==> src/inc/wdr_pkg.sv <==
// constants of the watchdog and regulator control block
package wdr_pkg;
	// register byte offsets
	localparam logic [7:0] OFS_CTRL   = 8'h00;
	localparam logic [7:0] OFS_RCAUSE = 8'h04;
	localparam logic [7:0] OFS_PFLAG2 = 8'h08;
	localparam logic [7:0] OFS_ISTAT  = 8'h0c;
	localparam logic [7:0] OFS_ICLR   = 8'h10;
	localparam logic [7:0] OFS_IEN    = 8'h14;
	localparam logic [7:0] OFS_WSTAT  = 8'h18;
	// watchdog_control fields
	localparam int CTRL_SOFT_EN  = 0;
	localparam int CTRL_REGULATOR_SLEEP_LOWPOWER   = 7;
	localparam logic [7:0] CTRL_RESET = 8'h00;
	// reset_cause_flags fields
	localparam int RC_PRIO_EN    = 7;
	localparam int RC_TIMEOUT    = 3;
	localparam int RC_POWERDOWN  = 2;
	// peripheral_flag_reg_two field
	localparam int PF2_LOWV      = 2;
	// interrupt status fields
	localparam int IRQ_TIMEOUT   = 0;
	localparam int IRQ_LOWV      = 1;
	localparam int IRQ_BITS      = 2;
	// bus answers
	localparam logic [1:0] RESP_OKAY   = 2'b00;
	localparam logic [1:0] RESP_SLVERR = 2'b10;
	// timing
	localparam int MCLK_PERIOD_NS = 10;
	localparam int WDT_BASE_NS    = 4000000;
	localparam int WDT_BASE_CYC   = WDT_BASE_NS / MCLK_PERIOD_NS;
	localparam int PS_WIDTH       = 16;
endpackage : wdr_pkg

==> src/hdl/wdr_timer.sv <==
// watchdog base divider and postscaler with tap select
`timescale 1ns/100ps
module wdr_timer #(
	parameter int BASE_CYC = wdr_pkg::WDT_BASE_CYC,
	parameter int PSW      = wdr_pkg::PS_WIDTH
) (
	// clock and reset
	input  wire logic            mclk,
	input  wire logic            nrst,
	// control
	input  wire logic            run,
	input  wire logic            clear,
	input  wire logic [3:0]      sel,
	// state
	output logic                 expire_ff,
	output logic [PSW-1:0]       ps_count_ff
);
	logic [31:0]    base_cnt_ff;
	logic           tick;
	logic [PSW-1:0] mask;

	function automatic logic [PSW-1:0] tap_mask(input logic [3:0] s);
		tap_mask = (PSW'(1) << s) - PSW'(1);
	endfunction : tap_mask

	assign tick = run && !clear && (base_cnt_ff == 32'(BASE_CYC - 1));
	assign mask = tap_mask(sel);

	// base divider standing in for the rc oscillator period
	always_ff @(posedge mclk or negedge nrst) begin
		if (!nrst) begin
			base_cnt_ff <= 32'h0;
		end else if (!run || clear || tick) begin
			base_cnt_ff <= 32'h0;
		end else begin
			base_cnt_ff <= base_cnt_ff + 32'h1;
		end
	end

	// postscaler: expire when the selected tap count is reached
	always_ff @(posedge mclk or negedge nrst) begin
		if (!nrst) begin
			ps_count_ff <= '0;
			expire_ff   <= 1'b0;
		end else begin
			expire_ff <= tick && ((ps_count_ff & mask) == mask);
			if (!run || clear) begin
				ps_count_ff <= '0;
			end else if (tick) begin
				ps_count_ff <= ((ps_count_ff & mask) == mask) ? '0 : ps_count_ff + PSW'(1);
			end
		end
	end
endmodule : wdr_timer

==> src/hdl/wdr_top.sv <==
// watchdog timer with regulator sleep control and axi4-lite registers
// Operation
// watchdog counts from internal rc oscillator
// watchdog enabled turns the rc oscillator on
// base tick period is nominally 4 ms
// sixteen-bit postscaler extends the base tick
// period select picks the postscaler tap
// code zero is 1:1, each step doubles
// periods span 4 ms to 131.072 s
// sleep or clear instruction clears counters
// clock failure clears counter and postscaler
// control bit 0 is software enable
// config enable overrides the software enable
// control bit 7 selects regulator sleep low-power
// control bits 6..1 read zero, ignore writes
// low-voltage detect sets the low-voltage flag
// low-voltage detect clears regulator sleep bit
// low-voltage flag only with regulator strap on
// software may set sleep bit again
// count only while enabled, else held cleared
// expiry resets when running, wakes in sleep
//
// Implementation choices: register access over AXI4-Lite and the placing of the registers.
`timescale 1ns/100ps
module wdr_top #(
	parameter int BASE_CYC = wdr_pkg::WDT_BASE_CYC
) (
	// clock and reset
	input  wire logic        mclk,
	input  wire logic        nrst,
	// axi4-lite write
	input  wire logic        s_awvalid,
	output logic             s_awready,
	input  wire logic [7:0]  s_awaddr,
	input  wire logic        s_wvalid,
	output logic             s_wready,
	input  wire logic [31:0] s_wdata,
	input  wire logic [3:0]  s_wstrb,
	output logic             s_bvalid,
	input  wire logic        s_bready,
	output logic [1:0]       s_bresp,
	// axi4-lite read
	input  wire logic        s_arvalid,
	output logic             s_arready,
	input  wire logic [7:0]  s_araddr,
	output logic             s_rvalid,
	input  wire logic        s_rready,
	output logic [31:0]      s_rdata,
	output logic [1:0]       s_rresp,
	// core events, same clock
	input  wire logic        sleep_instr,
	input  wire logic        clear_watchdog_instr,
	input  wire logic        core_sleeping,
	input  wire logic        clock_fail,
	// pins and configuration straps
	input  wire logic        config_watchdog_enable,
	input  wire logic [3:0]  watchdog_period_select,
	input  wire logic        regulator_enable_strap,
	input  wire logic        low_voltage_detect,
	// outputs
	output logic             rc_osc_enable,
	output logic             wdt_reset,
	output logic             wdt_wake,
	output logic             regulator_lowpower,
	output logic             irq
);
	localparam int IRQ_W = wdr_pkg::IRQ_BITS;
	logic [1:0]  cfg_en_sy_ff, strap_sy_ff, lvd_sy_ff;
	logic [3:0]  sel_sy0_ff, sel_sy1_ff;
	logic        lvd_prev_ff;
	logic        soft_en_ff, regulator_sleep_lowpower_ff, prio_en_ff;
	logic        timeout_flag_ff, powerdown_flag_ff, lowv_flag_ff;
	logic [IRQ_W-1:0] istat_ff, ien_ff;
	logic [7:0]  awaddr_ff;
	logic [31:0] wdata_ff;
	logic        wlane0_ff;
	logic        awready_ff, wready_ff, bvalid_ff, arready_ff, rvalid_ff;
	logic [1:0]  bresp_ff, rresp_ff;
	logic [31:0] rdata_ff;
	logic        rc_osc_ff, wdt_reset_ff, wdt_wake_ff, reglp_ff, irq_ff;
	logic        wdt_on, wdt_clear, expire, lvd_event, do_wr;
	logic [15:0] ps_count;

	function automatic logic mapped(input logic [7:0] a);
		mapped = (a == wdr_pkg::OFS_CTRL)  || (a == wdr_pkg::OFS_RCAUSE) || (a == wdr_pkg::OFS_PFLAG2) ||
		         (a == wdr_pkg::OFS_ISTAT) || (a == wdr_pkg::OFS_ICLR)   || (a == wdr_pkg::OFS_IEN) ||
		         (a == wdr_pkg::OFS_WSTAT);
	endfunction : mapped

	function automatic logic wr_hit(input logic [7:0] a, input logic [7:0] ofs);
		wr_hit = (a == ofs);
	endfunction : wr_hit

	// pin synchronisers
	always_ff @(posedge mclk or negedge nrst) begin
		if (!nrst) begin
			cfg_en_sy_ff <= 2'h0;
			strap_sy_ff  <= 2'h0;
			lvd_sy_ff    <= 2'h0;
			sel_sy0_ff   <= 4'h0;
			sel_sy1_ff   <= 4'h0;
			lvd_prev_ff  <= 1'b0;
		end else begin
			cfg_en_sy_ff <= {cfg_en_sy_ff[0], config_watchdog_enable};
			strap_sy_ff  <= {strap_sy_ff[0], regulator_enable_strap};
			lvd_sy_ff    <= {lvd_sy_ff[0], low_voltage_detect};
			sel_sy0_ff   <= watchdog_period_select;
			sel_sy1_ff   <= sel_sy0_ff;
			lvd_prev_ff  <= lvd_sy_ff[1];
		end
	end

	assign wdt_on    = cfg_en_sy_ff[1] || soft_en_ff;
	assign wdt_clear = sleep_instr || clear_watchdog_instr || clock_fail;
	assign lvd_event = lvd_sy_ff[1] && !lvd_prev_ff && strap_sy_ff[1];
	assign do_wr     = !awready_ff && !wready_ff && !bvalid_ff;

	wdr_timer #(
		.BASE_CYC (BASE_CYC),
		.PSW      (wdr_pkg::PS_WIDTH)
	) u_timer (
		.mclk        (mclk),
		.nrst        (nrst),
		.run         (wdt_on),
		.clear       (wdt_clear),
		.sel         (sel_sy1_ff),
		.expire_ff   (expire),
		.ps_count_ff (ps_count)
	);

	// axi write channel handshakes
	always_ff @(posedge mclk or negedge nrst) begin
		if (!nrst) begin
			awready_ff <= 1'b1;
			wready_ff  <= 1'b1;
			bvalid_ff  <= 1'b0;
			bresp_ff   <= wdr_pkg::RESP_OKAY;
			awaddr_ff  <= 8'h0;
			wdata_ff   <= 32'h0;
			wlane0_ff  <= 1'b0;
		end else begin
			if (s_awvalid && awready_ff) begin
				awready_ff <= 1'b0;
				awaddr_ff  <= s_awaddr;
			end
			if (s_wvalid && wready_ff) begin
				wready_ff <= 1'b0;
				wdata_ff  <= s_wdata;
				wlane0_ff <= s_wstrb[0];
			end
			if (do_wr) begin
				bvalid_ff <= 1'b1;
				bresp_ff  <= mapped(awaddr_ff) ? wdr_pkg::RESP_OKAY : wdr_pkg::RESP_SLVERR;
			end
			if (bvalid_ff && s_bready) begin
				bvalid_ff  <= 1'b0;
				awready_ff <= 1'b1;
				wready_ff  <= 1'b1;
			end
		end
	end

	// axi read channel
	always_ff @(posedge mclk or negedge nrst) begin
		if (!nrst) begin
			arready_ff <= 1'b1;
			rvalid_ff  <= 1'b0;
			rdata_ff   <= 32'h0;
			rresp_ff   <= wdr_pkg::RESP_OKAY;
		end else if (s_arvalid && arready_ff) begin
			arready_ff <= 1'b0;
			rvalid_ff  <= 1'b1;
			rresp_ff   <= mapped(s_araddr) ? wdr_pkg::RESP_OKAY : wdr_pkg::RESP_SLVERR;
			unique case (s_araddr)
				wdr_pkg::OFS_CTRL:   rdata_ff <= {24'h0, regulator_sleep_lowpower_ff, 6'h00, soft_en_ff};
				wdr_pkg::OFS_RCAUSE: rdata_ff <= {24'h0, prio_en_ff, 3'h0, timeout_flag_ff, powerdown_flag_ff, 2'h0};
				wdr_pkg::OFS_PFLAG2: rdata_ff <= {29'h0, lowv_flag_ff, 2'h0};
				wdr_pkg::OFS_ISTAT:  rdata_ff <= {30'h0, istat_ff};
				wdr_pkg::OFS_IEN:    rdata_ff <= {30'h0, ien_ff};
				wdr_pkg::OFS_WSTAT:  rdata_ff <= {15'h0, wdt_on, ps_count};
				default:             rdata_ff <= 32'h0;
			endcase
		end else if (rvalid_ff && s_rready) begin
			rvalid_ff  <= 1'b0;
			arready_ff <= 1'b1;
		end
	end

	// watchdog_control: software enable and regulator sleep bit
	always_ff @(posedge mclk or negedge nrst) begin
		if (!nrst) begin
			soft_en_ff <= wdr_pkg::CTRL_RESET[wdr_pkg::CTRL_SOFT_EN];
			regulator_sleep_lowpower_ff  <= wdr_pkg::CTRL_RESET[wdr_pkg::CTRL_REGULATOR_SLEEP_LOWPOWER];
		end else begin
			if (do_wr && wlane0_ff && wr_hit(awaddr_ff, wdr_pkg::OFS_CTRL)) begin
				soft_en_ff <= wdata_ff[wdr_pkg::CTRL_SOFT_EN];
				regulator_sleep_lowpower_ff  <= wdata_ff[wdr_pkg::CTRL_REGULATOR_SLEEP_LOWPOWER];
			end
			if (lvd_event) begin
				regulator_sleep_lowpower_ff <= 1'b0;
			end
		end
	end

	// reset cause and low-voltage flags, hardware set wins over clear
	always_ff @(posedge mclk or negedge nrst) begin
		if (!nrst) begin
			prio_en_ff        <= 1'b0;
			timeout_flag_ff   <= 1'b0;
			powerdown_flag_ff <= 1'b0;
			lowv_flag_ff      <= 1'b0;
		end else begin
			if (do_wr && wlane0_ff && wr_hit(awaddr_ff, wdr_pkg::OFS_RCAUSE)) begin
				prio_en_ff <= wdata_ff[wdr_pkg::RC_PRIO_EN];
				if (wdata_ff[wdr_pkg::RC_TIMEOUT]) begin
					timeout_flag_ff <= 1'b0;
				end
				if (wdata_ff[wdr_pkg::RC_POWERDOWN]) begin
					powerdown_flag_ff <= 1'b0;
				end
			end
			if (do_wr && wlane0_ff && wr_hit(awaddr_ff, wdr_pkg::OFS_PFLAG2) && !wdata_ff[wdr_pkg::PF2_LOWV]) begin
				lowv_flag_ff <= 1'b0;
			end
			if (expire) begin
				timeout_flag_ff <= 1'b1;
			end
			if (sleep_instr) begin
				powerdown_flag_ff <= 1'b1;
			end
			if (lvd_event) begin
				lowv_flag_ff <= 1'b1;
			end
		end
	end

	// interrupt status, enable and clear
	always_ff @(posedge mclk or negedge nrst) begin
		if (!nrst) begin
			istat_ff <= '0;
			ien_ff   <= '0;
		end else begin
			if (do_wr && wlane0_ff && wr_hit(awaddr_ff, wdr_pkg::OFS_IEN)) begin
				ien_ff <= wdata_ff[IRQ_W-1:0];
			end
			istat_ff <= (istat_ff & ~((do_wr && wlane0_ff && wr_hit(awaddr_ff, wdr_pkg::OFS_ICLR)) ?
			            wdata_ff[IRQ_W-1:0] : '0)) | {lvd_event, expire};
		end
	end

	// outputs
	always_ff @(posedge mclk or negedge nrst) begin
		if (!nrst) begin
			rc_osc_ff    <= 1'b0;
			wdt_reset_ff <= 1'b0;
			wdt_wake_ff  <= 1'b0;
			reglp_ff     <= 1'b0;
			irq_ff       <= 1'b0;
		end else begin
			rc_osc_ff    <= wdt_on;
			wdt_reset_ff <= expire && !core_sleeping;
			wdt_wake_ff  <= expire && core_sleeping;
			reglp_ff     <= regulator_sleep_lowpower_ff && core_sleeping && strap_sy_ff[1];
			irq_ff       <= |(istat_ff & ien_ff);
		end
	end

	assign s_awready          = awready_ff;
	assign s_wready           = wready_ff;
	assign s_bvalid           = bvalid_ff;
	assign s_bresp            = bresp_ff;
	assign s_arready          = arready_ff;
	assign s_rvalid           = rvalid_ff;
	assign s_rdata            = rdata_ff;
	assign s_rresp            = rresp_ff;
	assign rc_osc_enable      = rc_osc_ff;
	assign wdt_reset          = wdt_reset_ff;
	assign wdt_wake           = wdt_wake_ff;
	assign regulator_lowpower = reglp_ff;
	assign irq                = irq_ff;
endmodule : wdr_top

==> config.mk <==
export PLATFORM = sky130hd
export DESIGN_NAME = wdr_top
export DESIGN_NICKNAME = d
export VERILOG_FILES = /design/src/inc/wdr_pkg.sv /design/src/hdl/wdr_timer.sv /design/src/hdl/wdr_top.sv
export SDC_FILE = /design/constraint.sdc
export NUM_CORES = 1
export LEC_CHECK = 0
export ABC_AREA = 1
export BUFFER_PORTS_ARGS = -buffer_cell sky130_fd_sc_hd__buf_2
export CORE_MARGIN = 5
export CORE_UTILIZATION = 56
export DETAILED_ROUTE_END_ITERATION = 16
export PLACE_DENSITY = 0.79
export SKIP_LAST_GASP = 1
export SLEW_MARGIN = 20
export SYNTH_ARGS = -nofsm -noshare
export SYNTH_HDL_FRONTEND = slang
export SYNTH_HIERARCHICAL = 1
export SYNTH_SLANG_ARGS = --single-unit
export TNS_END_PERCENT = 100
==> constraint.sdc <==
create_clock -name mclk -period 2.4 [get_ports mclk]
set_input_delay 0.36 -clock mclk [delete_from_list [all_inputs] [get_ports mclk]]
set_output_delay 0.36 -clock mclk [all_outputs]
set_load 0.02 [all_outputs]
== Word level (Yosys, flattened, before mapping) ==
Index checks and enable logic that the tools add are counted.
Word-level totals
  output and inout bits: 46
  logic and storage cells: 148
  bits of input ports: 70
  register bits after elaboration: 137
Cells by class
  equality and inequality tests: 14
  $add $sub $neg: 3
  muxes and demuxes: 28
  bitwise logic cells: 5
  shift-type cells: 1
  reduce and logical (&&, ||, !) cells: 64
Operators by type and width (number)
  $pmux W17 S6: 1
  $eq A8 B5 Y1 const B: 6
  $mux W16: 3
  $add A32 B1 Y32 const B: 1
  $eq A32 B19 Y1 const B: 1
  $eq A8 B4 Y1 const B: 4
  $mux W32: 1
  $logic_and A1 B1 Y1: 23
  $reduce_bool A2 Y1: 11
  $mux W1: 20
  $logic_or A1 B1 Y1: 17
  $add A16 B1 Y16 const B: 1
  $and A16 B16 Y16: 1
  $eq A16 B16 Y1: 1
  $eq A8 B3 Y1 const B: 2
  $logic_not A8 Y1: 2
  $shl A1 B4 Y16 const A: 1
  $sub A16 B2 Y16 const B: 1
  $logic_not A1 Y1: 8
  $mux W2: 3
  $and A2 B2 Y2: 2
  $reduce_and A2 Y1: 2
  $not A2 Y2: 1
  $or A2 B2 Y2: 1
  $reduce_or A2 Y1: 1

== Longest topological paths before layout ==
  depth in word-level cells: 9
  gate-level depth with buffers: 17
  mapped depth without buffers: 15

== Cells and area by module ==
Netlist, hierarchy kept.
By module, submodules not included
  wdr_timer: instances 1, cells each 488, area each 3470.8 sq um, seq. area each 1226.2 sq um
  wdr_top: instances 1, cells each 299, area each 2839.0 sq um, seq. area each 1705.4 sq um

== Worst setup path after synthesis ==
No wires, ideal clock.
  path type: register to register
  from: register sel_sy1_ff[2]
  to: register u_timer.ps_count_ff[13]
  setup time: 117 ps
  arrival: 1860 ps
  stages on the path, launching flop included: 17
  required time: 2283 ps
  path buffers: 2
  slack: 423 ps
  path through: dfrtp_1 buf_6 inv_2 nand2_2 nor2_2 inv_1 ha_1 nor2_1 nor2_1 nand3_1 nor2_1 nand3_2 nor2_4 nand2_4 buf_12 nand2_1 nand2_1
Between the ends
  word-level cells in the longest chain between the ends: 7
RTL lines
  from (decl): line wdr_top.sv:69  | logic [3:0] sel_sy0_ff, sel_sy1_ff;
  from (signal assigned): line wdr_top.sv:108  | sel_sy1_ff <= sel_sy0_ff;
  $shl A1 B4 Y16 (*): line wdr_timer.sv:23  | tap_mask = (PSW'(1) << s) - PSW'(1);
  $sub A16 B2 Y16 (*): line wdr_timer.sv:23
  $and A16 B16 Y16: line wdr_timer.sv:50  | ps_count_ff <= ((ps_count_ff & mask) == mask) ? '0 : ps_count_ff + PSW'(1);
  $eq A16 B16 Y1 (*): line wdr_timer.sv:50
  $mux W16 (*): line wdr_timer.sv:50
  $mux W16 (*): line wdr_timer.sv:49  | end else if (tick) begin
  $mux W16 (*): line wdr_timer.sv:47  | if (!run || clear) begin
  to (signal assigned): line wdr_timer.sv:50
  to (decl): line wdr_timer.sv:16  | output logic [PSW-1:0] ps_count_ff
Every way passes the cells marked *; elsewhere a longest branch is shown, timed or not. The select of a mux whose other input is x is not followed.
A chain may end at the register's enable or synchronous reset.

== Worst setup path in the final report ==
  from: register sel_sy1_ff[1]
  to: register u_timer.ps_count_ff[13]
The elaborated chain is that of the path after synthesis.

==> impl_metrics.toml <==
[outcome]
status = "completed"

[power]
p_total_uw = 5509
ir_worst_vdd_v = 0.0006284
p_leak_uw = 0.003550
powerDensity_mw_per_mm2 = 753.6

[worst_setup_path]
crit_path_start_kind = "flip-flop"
endpoint_kind = "flip-flop"
worstSetupPathType = "reg -> reg"
timing.rr.start = "sel_sy1_ff[1]"
crit_path_start = "sel_sy1_ff[1]"
rrSetupSlack_ns = 0.22
worstPathRequired_ns = 2.69
worstPathMaxFanout = 17
cp.arrival_ns = 2.48
regToRegEndpoint = "u_timer/ps_count_ff[13]"
r2r_cells = 14

[synth]
seq_area_frac_synth_pct = 46.46
yosysTopAreaCellShare_pct = 45.21
synth_top_flop_cell = "dfrtp_1"
yosys.cell_count.top_type = "nand2_1"
synth_area_leaders = "dfrtp_1 45%, nand2_1 11%, nor2_1 6.0%"
synth_common_cells = "188 x nand2_1, 114 x dfrtp_1, 101 x nor2_1"
ys.warnings.count = 6
synth_top_area_cell = "dfrtp_1"
synth_enable_flop_cells = 0
ys_seq_elements = 117
netlist_area_mm2 = 0.006310
synthCells = 787
synth_cell_type_count = 42
avgSynthCellArea_um2 = 8.018
synthArstFlopShare_pct = 100.0

[global_route]
grtUsageMet3_pct = 4.352
grt_util_met2_pct = 37.40
grt_max_degree = 64
grt_pass1_wl_um = 23360
gr-usage-met1_pct = 26.98
grt_pass1_vias = 5198
grt.busiest_layer = "met2"
grt-ovfl-total = 0
track_usage_pct = 21.81
antenna_found_initial = 0

[timing]
hold_slack_ns = 0.05277
worst_clock_skew_ns = 0.009483
slew_violations = 0
rsz0062_at_grt = "false"
hold_violations = 0
relSlewSlack_pct = 62.72
timing.setup.tns_ns = 0
min_period_ns = 2.183
tightest_slew_ns = 0.5585
fmax_ghz = 0.4580
finalCritPeriodShare_pct = 90.97
setup_violations = 0

[cts]
clk_latency_ns = 0.41
clkSinkCount = 117
cts_max_level = 4
cts_tree = "done"
cts_root_buf = "clkbuf_16"
cts_buffers = 17
cts_buffer_depth = 2
clkTransAtPathRegs_ns = 0.06

[placement]
dp_hpwl_um = 9717
io_buffer_count = 68
routabilityCongestion = 0.9170

[floorplan]
die_w_um = 116.2
die_area_mm2 = 0.01349
fp-row-count = 38
fp.coreArea_mm2 = 0.01094
chipHeight_um = 116.2
start_util_pct = 57.70
io_pins = 116

[finish]
final_nets = 939
drive_gt1_share_pct = 19.80
area_growth_pct = 15.86
fillCellCount = 897
antenna_cells = 0

[detailed_routing]
viasPerCell = 5.183
totalWireLength_um = 13720
drtIter0Drc = 321
dr.pass1.iters = 5
detail_route.wl_per_cell_um = 13.46
ant_nets = 0
vias = 5281
drc_errors = 0

[worst_hold_path]
hold_end = "cfg_en_sy_ff[0]"
holdPathStages = 1
min_path_type = "in -> reg"
min_from = "config_watchdog_enable"

[flow_run]
max-cap-violations = 0
==> cell families after synthesis <==
| logic type | after synthesis | synth area share (%) |
|---|---|---|
| fa+ha+maj | 3 | 0.5949 |
| mux | 9 | 1.606 |
| flops | 117 | 46.46 |
| compound gates | 52 | 4.343 |
| xor+xnor | 27 | 3.748 |
| buf+inv | 128 | 9.796 |
| other cells | 1 | 0.05943 |
| simple gates | 450 | 33.39 |
==> sequential cells by signal (all words and copies together) (netlist names), 2 cells and up <==
signal	cells
s_rdata	17
sel_sy0_ff	4
wdata_ff	5
sel_sy1_ff	4
strap_sy_ff	2
lvd_sy_ff	2
u_timer/base_cnt_ff	32
ien_ff	2
u_timer/ps_count_ff	16
istat_ff	2
awaddr_ff	8
cfg_en_sy_ff	2
==> area by class of cell <==
class                           instances  area, µm²  area share, %
Sequential cell                       117       2934          40.13
Clock inverter                         10      122.6          1.677
Inverter                               95      359.1          4.912
Timing Repair Buffer                   77      425.4          5.819
Clock buffer                           22      474.2          6.486
Multi-Input combinational cell        558       2820          38.58
Tap cell                              140      175.2          2.396
==> layer usage <==
metal  routed length, µm  share of wire (%)
met1                5885                 43
met5                   0                  0
met4                 228                1.7
met3                 565                4.1
met2                7040                 51
==> repair_timing <==
action	4_1_cts	5_1_grt
hold endpoints to repair	19	0
setup endpoints to repair	0	2
buffers inserted	0	0
hold buffers	1	0
resized for setup	0	2
==> worst max-delay path: stages, from the launching register on <==
cell     delay (ns)
dfrtp_1        0.47
nor2_2         0.18
inv_2          0.06
nor2_2         0.10
inv_1          0.06
ha_1           0.28
nor2_1         0.05
nor2_1         0.10
nand3_1        0.08
nor2_1         0.13
nand3_2        0.10
nor2_4         0.11
nand2_4        0.17
nand2_1        0.12
nand2_1        0.05
==> layout by cell type, fill, tap and decap left out, types with 2 or more instances in the layout <==
cell,n
a21oi_1,15
a31oi_1,3
buf_2,67
buf_4,8
bufinv_16,2
clkbuf_1,2
clkbuf_16,17
clkbuf_8,3
clkinv_4,3
clkinvlp_4,3
conb_1,17
dfrtp_1,112
dfrtp_2,2
dfstp_2,3
ha_1,3
inv_1,82
inv_2,12
mux2_2,9
nand2_1,188
nand2_2,7
nand2_4,2
nand3_1,67
nand3_2,9
nand4_1,16
nor2_1,101
nor2_2,10
nor2_4,4
nor3_1,29
nor3_2,3
nor3_4,4
nor3b_1,4
o21ai_0,13
o21ai_1,17
xnor2_1,5
xor2_1,22
==> worst max path at each step <==
stage | end | slack, ns | cells past startpoint
after floorplan | u_timer/ps_count_ff[13] | 0.42 | 16
after global placement | u_timer/ps_count_ff[5] | 0.28 | 14
after detailed placement | u_timer/ps_count_ff[3] | 0.26 | 14
after CTS | u_timer/ps_count_ff[5] | 0.20 | 14
after global routing | u_timer/ps_count_ff[2] | 0.02 | 14
final | u_timer/ps_count_ff[13] | 0.22 | 14
==> metrics by stage <==
| stage | worst slack [ns] | util (%) | cell area, µm² | std cells |
|---|---|---|---|---|
| floorplan | 0.4227 | - | 6370 | 803 |
| global placement | 0.2828 | 61.28 | 6701 | 986 |
| detailed placement | 0.2646 | 61.28 | 6701 | 986 |
| CTS | 0.1976 | 66.83 | 7308 | 1019 |
| global route | 0.01904 | 66.85 | 7311 | 1019 |
| finish | 0.2168 | 66.85 | 7311 | 1019 |
==> report_power, final <==
| part | switching [µW] | internal [µW] | total [µW] |
|---|---|---|---|
| registers | 145 | 2170 | 2320 |
| clock network | 906 | 1620 | 2520 |
| logic | 432 | 236 | 668 |
(Power assumes the default switching activity.)
